[config.mk]
export PLATFORM = sky130hd
export DESIGN_NAME = oca_config_a
export DESIGN_NICKNAME = d
export VERILOG_FILES = /design/src/core/oca_pkg.sv /design/src/core/oca_config_a.sv /design/src/core/oca_temp_select.sv
export VERILOG_INCLUDE_DIRS = /design/src /design/src/core
export SDC_FILE = /design/constraint.sdc
export NUM_CORES = 1
export LEC_CHECK = 0
export ABC_CLOCK_PERIOD_IN_PS = 2800
export BUFFER_PORTS_ARGS = -buffer_cell sky130_fd_sc_hd__buf_4
export CAP_MARGIN = 40
export CORE_MARGIN = 8
export CORE_UTILIZATION = 30
export DETAILED_ROUTE_END_ITERATION = 10
export MAX_ROUTING_LAYER = met4
export PLACE_DENSITY = 0.61
export SLEW_MARGIN = 5
export SYNTH_ARGS = -nofsm -noshare
export SYNTH_HDL_FRONTEND = slang
export SYNTH_HIERARCHICAL = 1
export SYNTH_SLANG_ARGS = --single-unit
[constraint.sdc]
create_clock -name core_clk -period 2.8 [get_ports core_clk]
set_input_delay 0.28 -clock core_clk [delete_from_list [all_inputs] [get_ports core_clk]]
set_output_delay 0.28 -clock core_clk [all_outputs]
set_load 0.005 [all_outputs]
[src/core/oca_consts.svh]
`ifndef OCA_CONSTS_SVH
`define OCA_CONSTS_SVH

// ----------------------------------------------------------------
// Register byte addresses
// ----------------------------------------------------------------
`define OCA_ADDR_CFG_A      8'h00
`define OCA_ADDR_STATUS     8'h04
`define OCA_ADDR_TEMP       8'h08

// ----------------------------------------------------------------
// Configuration word A reset value and field positions
// ----------------------------------------------------------------
`define OCA_CFG_A_RESET     16'h0008
`define OCA_PRE_SEL_LSB     0
`define OCA_DISP_IF_BIT     2
`define OCA_TEMP_SRC_LSB    3
`define OCA_SLEEP_BIT       5
`define OCA_RSVD_LSB        6
`define OCA_CELL_CNT_LSB    8
`define OCA_LED_CNT_LSB     10
`define OCA_SOC_MODE_BIT    12
`define OCA_DISP_CHG_BIT    13
`define OCA_DISP_ALARM_BIT  14
`define OCA_DISP_RESET_BIT  15

// ----------------------------------------------------------------
// Status register bit positions
// ----------------------------------------------------------------
`define OCA_ST_VALID_BIT    0
`define OCA_ST_RSVD_BIT     1
`define OCA_ST_CELL_BIT     2
`define OCA_ST_USER_BIT     3

// ----------------------------------------------------------------
// Count decoding bases
// ----------------------------------------------------------------
`define OCA_CELL_BASE       3'h1
`define OCA_LED_BASE        3'h2

`endif

[src/core/oca_pkg.sv]
package oca_pkg;

    typedef enum logic [1:0]
    {
        OCA_ST_WAIT = 2'b01,
        OCA_ST_RUN  = 2'b10
    } oca_state_type;

    typedef enum logic [1:0]
    {
        OCA_PRE_ZERO_VOLT = 2'h0,
        OCA_PRE_CHARGE    = 2'h1,
        OCA_PRE_ALT_DRIVE = 2'h2,
        OCA_PRE_NONE      = 2'h3
    } oca_precharge_type;

    typedef enum logic [1:0]
    {
        OCA_TSRC_INTERNAL = 2'h0,
        OCA_TSRC_EXT_ONE  = 2'h1,
        OCA_TSRC_MAXIMUM  = 2'h2,
        OCA_TSRC_AVERAGE  = 2'h3
    } oca_temp_src_type;

endpackage : oca_pkg

[src/core/oca_config_a.sv]
// Overview of operation
// - The precharge field picks the zero-volt FET, the charge FET, the alternate drive, or nothing.
// - The display runs in parallel mode when the interface bit is 0 and in serial mode when it is 1.
// - The temperature field picks internal, first thermistor, maximum of both, or their average.
// - Sleep is never entered while the sleep bit is 0 and is entered on normal conditions when it is 1.
// - The cell count field gives 2, 3 or 4 series cells, with 00 reserved.
// - The LED count field gives 3, 4 or 5 LEDs, with 00 selecting the user display format.
// - The display shows relative charge when the mode bit is 0 and absolute charge when it is 1.
//
// Our own choices: the register addresses and the APB slave port.
`timescale 1ns/100ps
`include "oca_consts.svh"
`default_nettype none

module oca_config_a #(
    parameter int TEMP_W = 16
) (
    // Clock and reset
    input  wire logic              core_clk,
    input  wire logic              nrst,
    // APB slave
    input  wire logic [7:0]        paddr,
    input  wire logic              psel,
    input  wire logic              penable,
    input  wire logic              pwrite,
    input  wire logic [31:0]       pwdata,
    output logic      [31:0]       prdata,
    output logic                   pready,
    output logic                   pslverr,
    // Stored configuration path
    input  wire logic              cfgLoadValid,
    input  wire logic [15:0]       cfgLoadData,
    // Device conditions
    input  wire logic              sleepEntryOk,
    input  wire logic              prechargeRequest,
    input  wire logic [TEMP_W-1:0] tempInternal,
    input  wire logic [TEMP_W-1:0] tempExtOne,
    input  wire logic [TEMP_W-1:0] tempExtTwo,
    // Decoded selections
    output logic                   configValid,
    output logic                   zeroVoltFetOn,
    output logic                   chargeFetPrecharge,
    output logic                   altDriveOn,
    output logic                   displaySerial,
    output logic                   displayAbsolute,
    output logic                   displayWhileCharging,
    output logic                   displayOnCapacityAlarm,
    output logic                   displayOnResetExit,
    output logic                   sleepEnter,
    output logic      [2:0]        cellCount,
    output logic                   cellCountReserved,
    output logic      [2:0]        ledCount,
    output logic                   ledUserFormat,
    output logic      [TEMP_W-1:0] reportedTemp
);
    import oca_pkg::*;

    // ----------------------------------------------------------------
    // Decoding helpers
    // ----------------------------------------------------------------
    function automatic logic [2:0] ocaCount(input logic [1:0] field, input logic [2:0] base);
        ocaCount = (field == 2'h0) ? 3'h0 : base + {1'b0, field};
    endfunction : ocaCount

    function automatic logic ocaMapped(input logic [7:0] addr);
        ocaMapped = (addr == `OCA_ADDR_CFG_A) || (addr == `OCA_ADDR_STATUS) || (addr == `OCA_ADDR_TEMP);
    endfunction : ocaMapped

    // ----------------------------------------------------------------
    // Storage
    // ----------------------------------------------------------------
    oca_state_type     state_reg;
    logic [15:0]       cfg_reg;
    logic [31:0]       rdata_reg;
    logic              ready_reg;
    logic              err_reg;
    logic              valid_reg;
    logic              zvFet_reg;
    logic              chgPre_reg;
    logic              altDrive_reg;
    logic              serial_reg;
    logic              absolute_reg;
    logic              dispChg_reg;
    logic              dispAlarm_reg;
    logic              dispReset_reg;
    logic              sleep_reg;
    logic [2:0]        cells_reg;
    logic              cellsRsvd_reg;
    logic [2:0]        leds_reg;
    logic              ledUser_reg;
    logic [TEMP_W-1:0] temp_reg;

    logic              busWrite;
    logic              cfgWrite;
    logic [15:0]       cfg_next;
    logic              running;
    oca_precharge_type preSel;
    oca_temp_src_type  tempSrc;
    logic [TEMP_W-1:0] tempSelected;
    logic [31:0]       statusWord;

    assign busWrite = psel && penable && ready_reg && pwrite && (paddr == `OCA_ADDR_CFG_A);
    assign cfgWrite = busWrite || cfgLoadValid;
    // A bus write in the same cycle as a stored load wins; it is the later intent.
    assign cfg_next = busWrite ? pwdata[15:0] : cfgLoadData;
    assign running  = (state_reg == OCA_ST_RUN);
    assign preSel   = oca_precharge_type'(cfg_reg[`OCA_PRE_SEL_LSB +: 2]);
    assign tempSrc  = oca_temp_src_type'(cfg_reg[`OCA_TEMP_SRC_LSB +: 2]);

    // ----------------------------------------------------------------
    // Configuration word and start-up sequence
    // ----------------------------------------------------------------
    always_ff @(posedge core_clk)
    begin
        if (!nrst)
            cfg_reg <= `OCA_CFG_A_RESET;
        else if (cfgWrite)
            cfg_reg <= cfg_next;
    end

    always_ff @(posedge core_clk)
    begin
        if (!nrst)
            state_reg <= OCA_ST_WAIT;
        else
        begin
            case (state_reg)
                OCA_ST_WAIT: if (cfgWrite) state_reg <= OCA_ST_RUN;
                OCA_ST_RUN:  state_reg <= OCA_ST_RUN;
                default:     state_reg <= OCA_ST_WAIT;
            endcase
        end
    end

    // ----------------------------------------------------------------
    // APB slave
    // ----------------------------------------------------------------
    // Reserved bits are only reported; the decoder never looks at them.
    assign statusWord = {28'h0,
                         (cfg_reg[`OCA_LED_CNT_LSB +: 2] == 2'h0),
                         (cfg_reg[`OCA_CELL_CNT_LSB +: 2] == 2'h0),
                         (cfg_reg[`OCA_RSVD_LSB +: 2] != 2'h0),
                         running};

    always_ff @(posedge core_clk)
    begin
        if (!nrst)
        begin
            ready_reg <= 1'b0;
            err_reg   <= 1'b0;
            rdata_reg <= 32'h0;
        end
        else
        begin
            // Registered answer: pready rises in the first access cycle.
            ready_reg <= psel && !penable;
            err_reg   <= psel && !penable && !ocaMapped(paddr);
            if (psel && !penable && !pwrite)
            begin
                case (paddr)
                    `OCA_ADDR_CFG_A:  rdata_reg <= {16'h0, cfg_reg};
                    `OCA_ADDR_STATUS: rdata_reg <= statusWord;
                    `OCA_ADDR_TEMP:   rdata_reg <= {{(32-TEMP_W){1'b0}}, temp_reg};
                    default:          rdata_reg <= 32'h0;
                endcase
            end
        end
    end

    // ----------------------------------------------------------------
    // Decoded selections
    // ----------------------------------------------------------------
    // Until a word has been applied every selection sits at its safe value.
    always_ff @(posedge core_clk)
    begin
        if (!nrst || !running)
        begin
            zvFet_reg    <= 1'b0;
            chgPre_reg   <= 1'b0;
            altDrive_reg <= 1'b0;
        end
        else
        begin
            zvFet_reg    <= prechargeRequest && (preSel == OCA_PRE_ZERO_VOLT);
            chgPre_reg   <= prechargeRequest && (preSel == OCA_PRE_CHARGE);
            altDrive_reg <= prechargeRequest && (preSel == OCA_PRE_ALT_DRIVE);
        end
    end

    always_ff @(posedge core_clk)
    begin
        if (!nrst || !running)
        begin
            serial_reg    <= 1'b0;
            absolute_reg  <= 1'b0;
            dispChg_reg   <= 1'b0;
            dispAlarm_reg <= 1'b0;
            dispReset_reg <= 1'b0;
        end
        else
        begin
            serial_reg    <= cfg_reg[`OCA_DISP_IF_BIT];
            absolute_reg  <= cfg_reg[`OCA_SOC_MODE_BIT];
            dispChg_reg   <= cfg_reg[`OCA_DISP_CHG_BIT];
            dispAlarm_reg <= cfg_reg[`OCA_DISP_ALARM_BIT];
            dispReset_reg <= cfg_reg[`OCA_DISP_RESET_BIT];
        end
    end

    always_ff @(posedge core_clk)
    begin
        if (!nrst || !running)
            sleep_reg <= 1'b0;
        else
            sleep_reg <= cfg_reg[`OCA_SLEEP_BIT] && sleepEntryOk;
    end

    always_ff @(posedge core_clk)
    begin
        if (!nrst || !running)
        begin
            cells_reg     <= 3'h0;
            cellsRsvd_reg <= 1'b0;
            leds_reg      <= 3'h0;
            ledUser_reg   <= 1'b0;
        end
        else
        begin
            cells_reg     <= ocaCount(cfg_reg[`OCA_CELL_CNT_LSB +: 2], `OCA_CELL_BASE);
            cellsRsvd_reg <= (cfg_reg[`OCA_CELL_CNT_LSB +: 2] == 2'h0);
            leds_reg      <= ocaCount(cfg_reg[`OCA_LED_CNT_LSB +: 2], `OCA_LED_BASE);
            ledUser_reg   <= (cfg_reg[`OCA_LED_CNT_LSB +: 2] == 2'h0);
        end
    end

    oca_temp_select #(
        .TEMP_W       (TEMP_W)
    ) u_temp_select (
        .tempSrc      (tempSrc),
        .tempInternal (tempInternal),
        .tempExtOne   (tempExtOne),
        .tempExtTwo   (tempExtTwo),
        .tempSelected (tempSelected)
    );

    // Before a word is applied the internal sensor is the only trusted source.
    always_ff @(posedge core_clk)
    begin
        if (!nrst)
            temp_reg <= '0;
        else
            temp_reg <= running ? tempSelected : tempInternal;
    end

    always_ff @(posedge core_clk)
    begin
        if (!nrst)
            valid_reg <= 1'b0;
        else
            valid_reg <= running;
    end

    // ----------------------------------------------------------------
    // Outputs
    // ----------------------------------------------------------------
    assign prdata                 = rdata_reg;
    assign pready                 = ready_reg;
    assign pslverr                = err_reg;
    assign configValid            = valid_reg;
    assign zeroVoltFetOn          = zvFet_reg;
    assign chargeFetPrecharge     = chgPre_reg;
    assign altDriveOn             = altDrive_reg;
    assign displaySerial          = serial_reg;
    assign displayAbsolute        = absolute_reg;
    assign displayWhileCharging   = dispChg_reg;
    assign displayOnCapacityAlarm = dispAlarm_reg;
    assign displayOnResetExit     = dispReset_reg;
    assign sleepEnter             = sleep_reg;
    assign cellCount              = cells_reg;
    assign cellCountReserved      = cellsRsvd_reg;
    assign ledCount               = leds_reg;
    assign ledUserFormat          = ledUser_reg;
    assign reportedTemp           = temp_reg;

    logic [TEMP_W:0] avgSum;
    assign avgSum = {1'b0, tempExtOne} + {1'b0, tempExtTwo};
endmodule : oca_config_a

`default_nettype wire

[src/core/oca_temp_select.sv]
`timescale 1ns/100ps
`default_nettype none

module oca_temp_select #(
    parameter int TEMP_W = 16
) (
    // Source selection
    input  wire oca_pkg::oca_temp_src_type tempSrc,
    // Measured temperatures
    input  wire logic [TEMP_W-1:0]         tempInternal,
    input  wire logic [TEMP_W-1:0]         tempExtOne,
    input  wire logic [TEMP_W-1:0]         tempExtTwo,
    // Selected value
    output logic      [TEMP_W-1:0]         tempSelected
);
    import oca_pkg::*;

    logic [TEMP_W:0] extSum;

    // The sum keeps its carry so the average never wraps.
    assign extSum = {1'b0, tempExtOne} + {1'b0, tempExtTwo};

    always_comb
    begin
        case (tempSrc)
            OCA_TSRC_INTERNAL: tempSelected = tempInternal;
            OCA_TSRC_EXT_ONE:  tempSelected = tempExtOne;
            OCA_TSRC_MAXIMUM:  tempSelected = (tempExtOne > tempExtTwo) ? tempExtOne : tempExtTwo;
            OCA_TSRC_AVERAGE:  tempSelected = extSum[TEMP_W:1];
            default:           tempSelected = tempExtOne;
        endcase
    end

endmodule : oca_temp_select

`default_nettype wire

* After elaboration in Yosys (flattened, before gate mapping)
Cells that the tools add are included.
** Word-level totals
- Bits in registers :: 86
- Output and inout bits :: 68
- Word-level logic and storage cells :: 69
** Cells by class
- Add/sub/neg operators :: 3
- Magnitude comparators :: 1
- Equal/unequal tests :: 10
- Muxes and demuxes :: 7
- Reductions and logical operators :: 28
** Operators with widths (number)
- $pmux W16 S4 :: 1
- $mux W16 :: 3
- $pmux W16 S3 :: 1
- $add A16 B16 Y17 :: 1
- $gt A16 B16 Y1 :: 1
- $logic_and A1 B1 Y1 :: 11
- $eq A2 B2 Y1 const B :: 4
- $eq A8 B3 Y1 const B :: 1
- $eq A8 B4 Y1 const B :: 1
- $logic_not A2 Y1 :: 4
- $logic_not A8 Y1 :: 1
- $eq A2 B1 Y1 const B :: 3
- $logic_not A1 Y1 :: 5
- $logic_or A1 B1 Y1 :: 4
- $pmux W2 S2 :: 1
- $reduce_or A2 Y1 :: 2
- $add A1 B2 Y3 const A :: 1
- $add A2 B2 Y3 const A :: 1
- $mux W2 :: 1
- $ne A2 B2 Y1 const B :: 1
- $reduce_bool A2 Y1 :: 1

* Longest topological paths before layout
- Depth after elaboration :: 7
- Depth in mapped cells :: 14

* Modules after synthesis
Netlist, hierarchy kept.
** Modules (own cells, without submodules)
- oca_config_a :: times used 1, cells an instance 294, area each 2995.4 um^2, seq. area each 1401.3 um^2
- oca_temp_select :: times used 1, cells an instance 256, area each 1819.2 um^2, seq. area each 0.0 um^2

* Least setup slack after synthesis
OpenSTA, ideal clock, no wires.
- Kind :: input port to flip-flop
- From :: input tempExtTwo[5]
- To :: register temp_reg[3] (netlist: reportedTemp[3])
- Arrival :: 2.376 ns
- Setup slack :: 0.308 ns
- Cell stages on the path :: 13
- Buffers on the path :: 2
- Cells stage by stage :: inv_1 -> ha_1 -> clkbuf_2 -> nand4_1 -> nor4_2 -> a21bo_2 -> a31oi_4 -> buf_6 -> mux2i_1 -> nor2_1 -> a221o_1 -> mux2i_1 -> nor2b_1
** Between the ends
- Word-level cells in the longest chain between the ends :: 4
** RTL lines
- from (decl) :: line oca_config_a.sv:38 : input wire logic [TEMP_W-1:0] tempExtTwo,
- $gt A16 B16 Y1 :: line oca_temp_select.sv:28 : OCA_TSRC_MAXIMUM: tempSelected = (tempExtOne > tempExtTwo) ? tempExtOne : tempExtTwo;
- $mux W16 :: line oca_temp_select.sv:28
- $pmux W16 S4 :: line oca_temp_select.sv:25 : case (tempSrc)
- named net tempSelected[3] :: line oca_config_a.sv:99 : logic [TEMP_W-1:0] tempSelected;
- $mux W16 :: line oca_config_a.sv:252 : temp_reg <= running ? tempSelected : tempInternal;
- to (signal assigned) :: line oca_config_a.sv:252
- to (decl) :: line oca_config_a.sv:91 : logic [TEMP_W-1:0] temp_reg;
The timed path passes the listed nets, and every way through them passes these cells.
A chain may end at the register's enable or synchronous reset.

* Worst setup path after layout
- From :: input tempExtTwo[15]
- To :: register temp_reg[13] (netlist: reportedTemp[13])
Same word-level chain as after synthesis.

==> results list <==
* Status: complete, no violations
- Total instance count after detailed placement: between 900 and 1000
- TritonCTS clock tree: built
* Count of TritonRoute iterations in the first routing pass: 5
- Number of buffers inserted during clock tree synthesis: 9
* Cell taking the most area after synthesis: sky130_fd_sc_hd__dfxtp_1
- Ranked by total cell area, the synthesized netlist is headed by sky130_fd_sc_hd__dfxtp_1 29%, sky130_fd_sc_hd__ha_1 9.4%, sky130_fd_sc_hd__mux2i_1 9.1%, sky130_fd_sc_hd__nor2b_1 4.8%, sky130_fd_sc_hd__o211a_1 3.1%.
- Cell Area, Synth: 4810 um^2
* Register bit total from synthesis: 70
- Starting Density: 30.5%
* Total overflow reported by the global router: 0
- After Yosys synthesis, full adders, half adders and majority gates account for under 10% of the synthesized area.
- Proportion of layout cells with a drive suffix above 1: between 30% and 40%
- Total die area: slightly above 20000 um^2
- Dividing the synthesized area by the synthesized cell count gives between 8 and 9 um^2.
- Detailed routing inserted a total of roughly 4400 vias.
- Among all cell types in the netlist, the one instantiated most often is sky130_fd_sc_hd__dfxtp_1.
- Maximum Capacitance Violations: 0
- Summed over all layers, the routed wires come to between 15000 and 20000 um.
- For the worst flop-to-flop path, the logic depth is 8.
- Vias per cell: roughly 4.7
- The critical path is of the primary input to register type.
* DP HPWL: approximately 12000 um
- In the synthesized netlist the dominant register cell turns out to be sky130_fd_sc_hd__dfxtp_1.
* Cells along the critical path: buf_4 > inv_1 > ha_1 > nand4_2 > nor4_2 > a21bo_2 > a31oi_4 > buf_4 > mux2i_1 > a211o_1 > o21ai_2 > mux2i_1 > nor2b_1
* Die width: between 100 and 150 um
* Post-synthesis mux area share: around an eighth
* Clock latency of the later-clocked register in the worst-skew pair: around 0.33 ns
* Setup slack of the worst register-to-register path: 1.04 ns
- Before CTS, the worst setup slack after placement is -0.0825 ns.
- By count the netlist is led by 70 x sky130_fd_sc_hd__dfxtp_1, 44 x sky130_fd_sc_hd__mux2i_1, 37 x sky130_fd_sc_hd__nor2b_1.
- Compound-gate portion of the synthesized area: approximately 18%
* Kind of cell with the highest combined delay on the critical path: compound AO/OA/AOI/OAI gates
* Crit end category: register
- The floorplan step defined a core boundary enclosing ~16000 um^2.
* Root buffer cell: sky130_fd_sc_hd__clkbuf_16
- At the end of routability-driven placement, the weighted congestion stood at around 0.9.
- Upper clock frequency limit: 0.398 GHz
* Starting DRT DRC Count: approximately 240
- Number of top-level pins: between 150 and 200
- Largest family of logic cells by synthesized area: simple AND/OR/NAND/NOR gates
- Vias in the first global route: 4436
- Share of the yosys chip area belonging to registers: between 20% and 30%
* Count of cells along the worst hold path: 2
- For this design, the CTS-stage hold fixing added 0 buffers.
* Count of pins over their slew limit: 0
- Of the total synthesized cell area, the portion taken by AND, OR, NAND and NOR gates is about a fifth.
- In the final routed layout, each cell accounts on average for between 15 and 20 um.
- The clock tree synthesis step divided the H-tree into 3 levels.
- Hold path startpoint: pwdata[7]
- Port buffering added around 150 buffers.
- CTS clock-pin slew for the worst setup and hold paths: 0.05 ns
* Synth warnings: 6
- Total routing usage reported by global routing: between 10% and 20%
- The final critical path takes up between 80 and 90% of the cycle.
* Slew @ Worst Pin: ~0.67 ns
- Longest Clk Path Bufs: 2
* CP Data Required Time: roughly 3 ns
* Critical path's largest stage delay: ~0.4 ns
* Unrepaired setup endpoints after global routing: false
- The final layout contains 859 nets.
* Number of antenna violations at the first check in global routing: 0
- The initialized floorplan defines 46 standard-cell rows.
- Setup violations remaining at the end of the flow were counted as 0.
- Number of synthesized flops with an enable pin: 0
- Synthesis instantiated between 60 and 70 different standard cells from the library.
- Antenna viol nets, final: 0
- Total design power: between 3 and 4 mW
* Arrival @ worst endpoint: 2.78 ns
- Setup slack on the critical path of the routed design comes to ~0.28 ns.
* Reg-to-Reg Start: cfg_reg[4]
- Die extent in y: between 100 and 150 um
- Cell Pwr Density: ~490 nW/um^2
* Worst-path cell with the longest stage delay: sky130_fd_sc_hd__ha_1
- Summed over all cells, the static leakage comes to ~3.1 nW.
- Buffer and inverter count on the worst path: 3
- Synthesis-to-finish area growth: 35.6%
* Shortest period the worst path allows: 2.52 ns
- Sinks on Clock Net: 70
- IR analysis of the VDD net gives a maximum drop of between 200 and 300 uV.
* Relative slew margins: a little under three fifths
- Fraction of synthesis flops using an asynchronous set or reset pin: 0%
- The repair_antennas step left the layout with diodes totalling 0.
* Maximum net fanout on the critical path: 12
* Post CTS Setup Buffer Count: 0
* Remaining design rule violation count: 0
- Summing the areas of all xor and xnor instances in the mapped netlist gives 1.82% of the synthesized area.
* Wire length of the first global-routing pass: between 20000 and 25000 um
* Pin count of the biggest net entering global routing: 34
* Worst hold endpoint: cfg_reg[7]
* Cells after synthesis: between 500 and 600
- Hold Fails Final Rpt: 0
- STA classifies the critical path startpoint as a primary input.
- After clock tree synthesis, the repair step resized 0 gates.
- The endpoint identified for the worst register-to-register timing path is reportedTemp[8].
- After synthesis, the largest area contributor takes up approximately 29% of total cell area.
* Finished Layout Cells: between 900 and 1000
- Counting the fill cells in the layout gives 1636.
- Worst Clk Skew: roughly 0.0035 ns
- The path class of the tightest hold or removal check is primary input to register.
==> metal layers <==
layer | routed length (um) | vias to the layer above | track usage [%]
met1 | 7190 | 2018 | 19.3
met2 | 6970 | 138 | 24.3
met5 | 0 | - | -
met4 | 123 | 0 | 3.75
li1 | - | 2242 | -
met3 | 979 | 9 | 3.24
==> worst max path at each step <==
stage                   startpoint  cells past startpoint  slack, ns               end
floorplan            tempExtTwo[5]                     13       0.31   reportedTemp[3]
global placement    tempExtTwo[15]                     13      -0.05  reportedTemp[13]
detailed placement  tempExtTwo[15]                     13      -0.08  reportedTemp[13]
CTS                 tempExtTwo[15]                     13       0.27  reportedTemp[13]
global route        tempExtTwo[15]                     13       0.02  reportedTemp[14]
finish              tempExtTwo[15]                     13       0.28  reportedTemp[13]
==> cell families (layout without fill, tap and decap cells) <==
| group | after synthesis | in the layout |
|---|---|---|
| other cells | 1 | 16 |
| fa+ha+maj | 37 | 37 |
| buf+inv | 82 | 232 |
| simple gates | 168 | 168 |
| compound gates | 124 | 124 |
| mux | 58 | 58 |
| xor+xnor | 10 | 10 |
| flops | 70 | 70 |
==> metrics by stage <==
stage	hold WS [ns]	area [um^2]	TNS (ns)	utilization, %
floorplan	0.427	4870	0	-
global placement	0.450	6190	-0.103	39.3
detailed placement	0.464	6190	-0.312	39.3
CTS	0.178	6530	0	41.4
global route	0.182	6530	0	41.4
finish	0.191	6530	0	41.4
==> cells in the final DEF, fill, tap and decap left out, types with 3 or more instances in the layout <==
cell and n:
sky130_fd_sc_hd__conb_1 16, sky130_fd_sc_hd__dfxtp_1 70, sky130_fd_sc_hd__o211a_1 15, sky130_fd_sc_hd__o211ai_1 4
sky130_fd_sc_hd__clkbuf_16 9, sky130_fd_sc_hd__clkbuf_8 3, sky130_fd_sc_hd__mux2i_1 44, sky130_fd_sc_hd__or3_1 4
sky130_fd_sc_hd__buf_4 181, sky130_fd_sc_hd__inv_1 35, sky130_fd_sc_hd__mux2_2 11, sky130_fd_sc_hd__nor2_1 33
sky130_fd_sc_hd__a21oi_1 28, sky130_fd_sc_hd__a221o_1 3, sky130_fd_sc_hd__nand2b_1 3, sky130_fd_sc_hd__nand3_1 10
sky130_fd_sc_hd__ha_1 36, sky130_fd_sc_hd__o21ai_0 27, sky130_fd_sc_hd__and3_1 10, sky130_fd_sc_hd__xnor2_1 9
sky130_fd_sc_hd__nand2_1 33, sky130_fd_sc_hd__mux4_2 3, sky130_fd_sc_hd__nor3_1 13, sky130_fd_sc_hd__nor2b_1 37
sky130_fd_sc_hd__nor3b_1 7, sky130_fd_sc_hd__o221ai_1 3, sky130_fd_sc_hd__a211oi_1 5, sky130_fd_sc_hd__a22oi_1 16
==> where the power goes <==
part / internal, mW / total [mW] / switching, mW / leakage, nW
logic: 0.436 / 0.858 / 0.422 / 2.40
clock network: 0.851 / 1.25 / 0.403 / 0.166
registers: 1.07 / 1.12 / 0.0496 / 0.573
total: 2.35 / 3.23 / 0.874 / 3.13
==> area by class of cell <==
class	instances	area, um^2	area share (%)
clock buffers	13	270	4.14
clock inverters	3	65.1	0.996
inverters	35	131	2.01
multi-input cells	413	3030	46.4
flip-flops and latches	70	1400	21.5
well taps	216	270	4.14
repair buffers	181	1360	20.8
No activity file was read; power rests on OpenSTA's default activity.
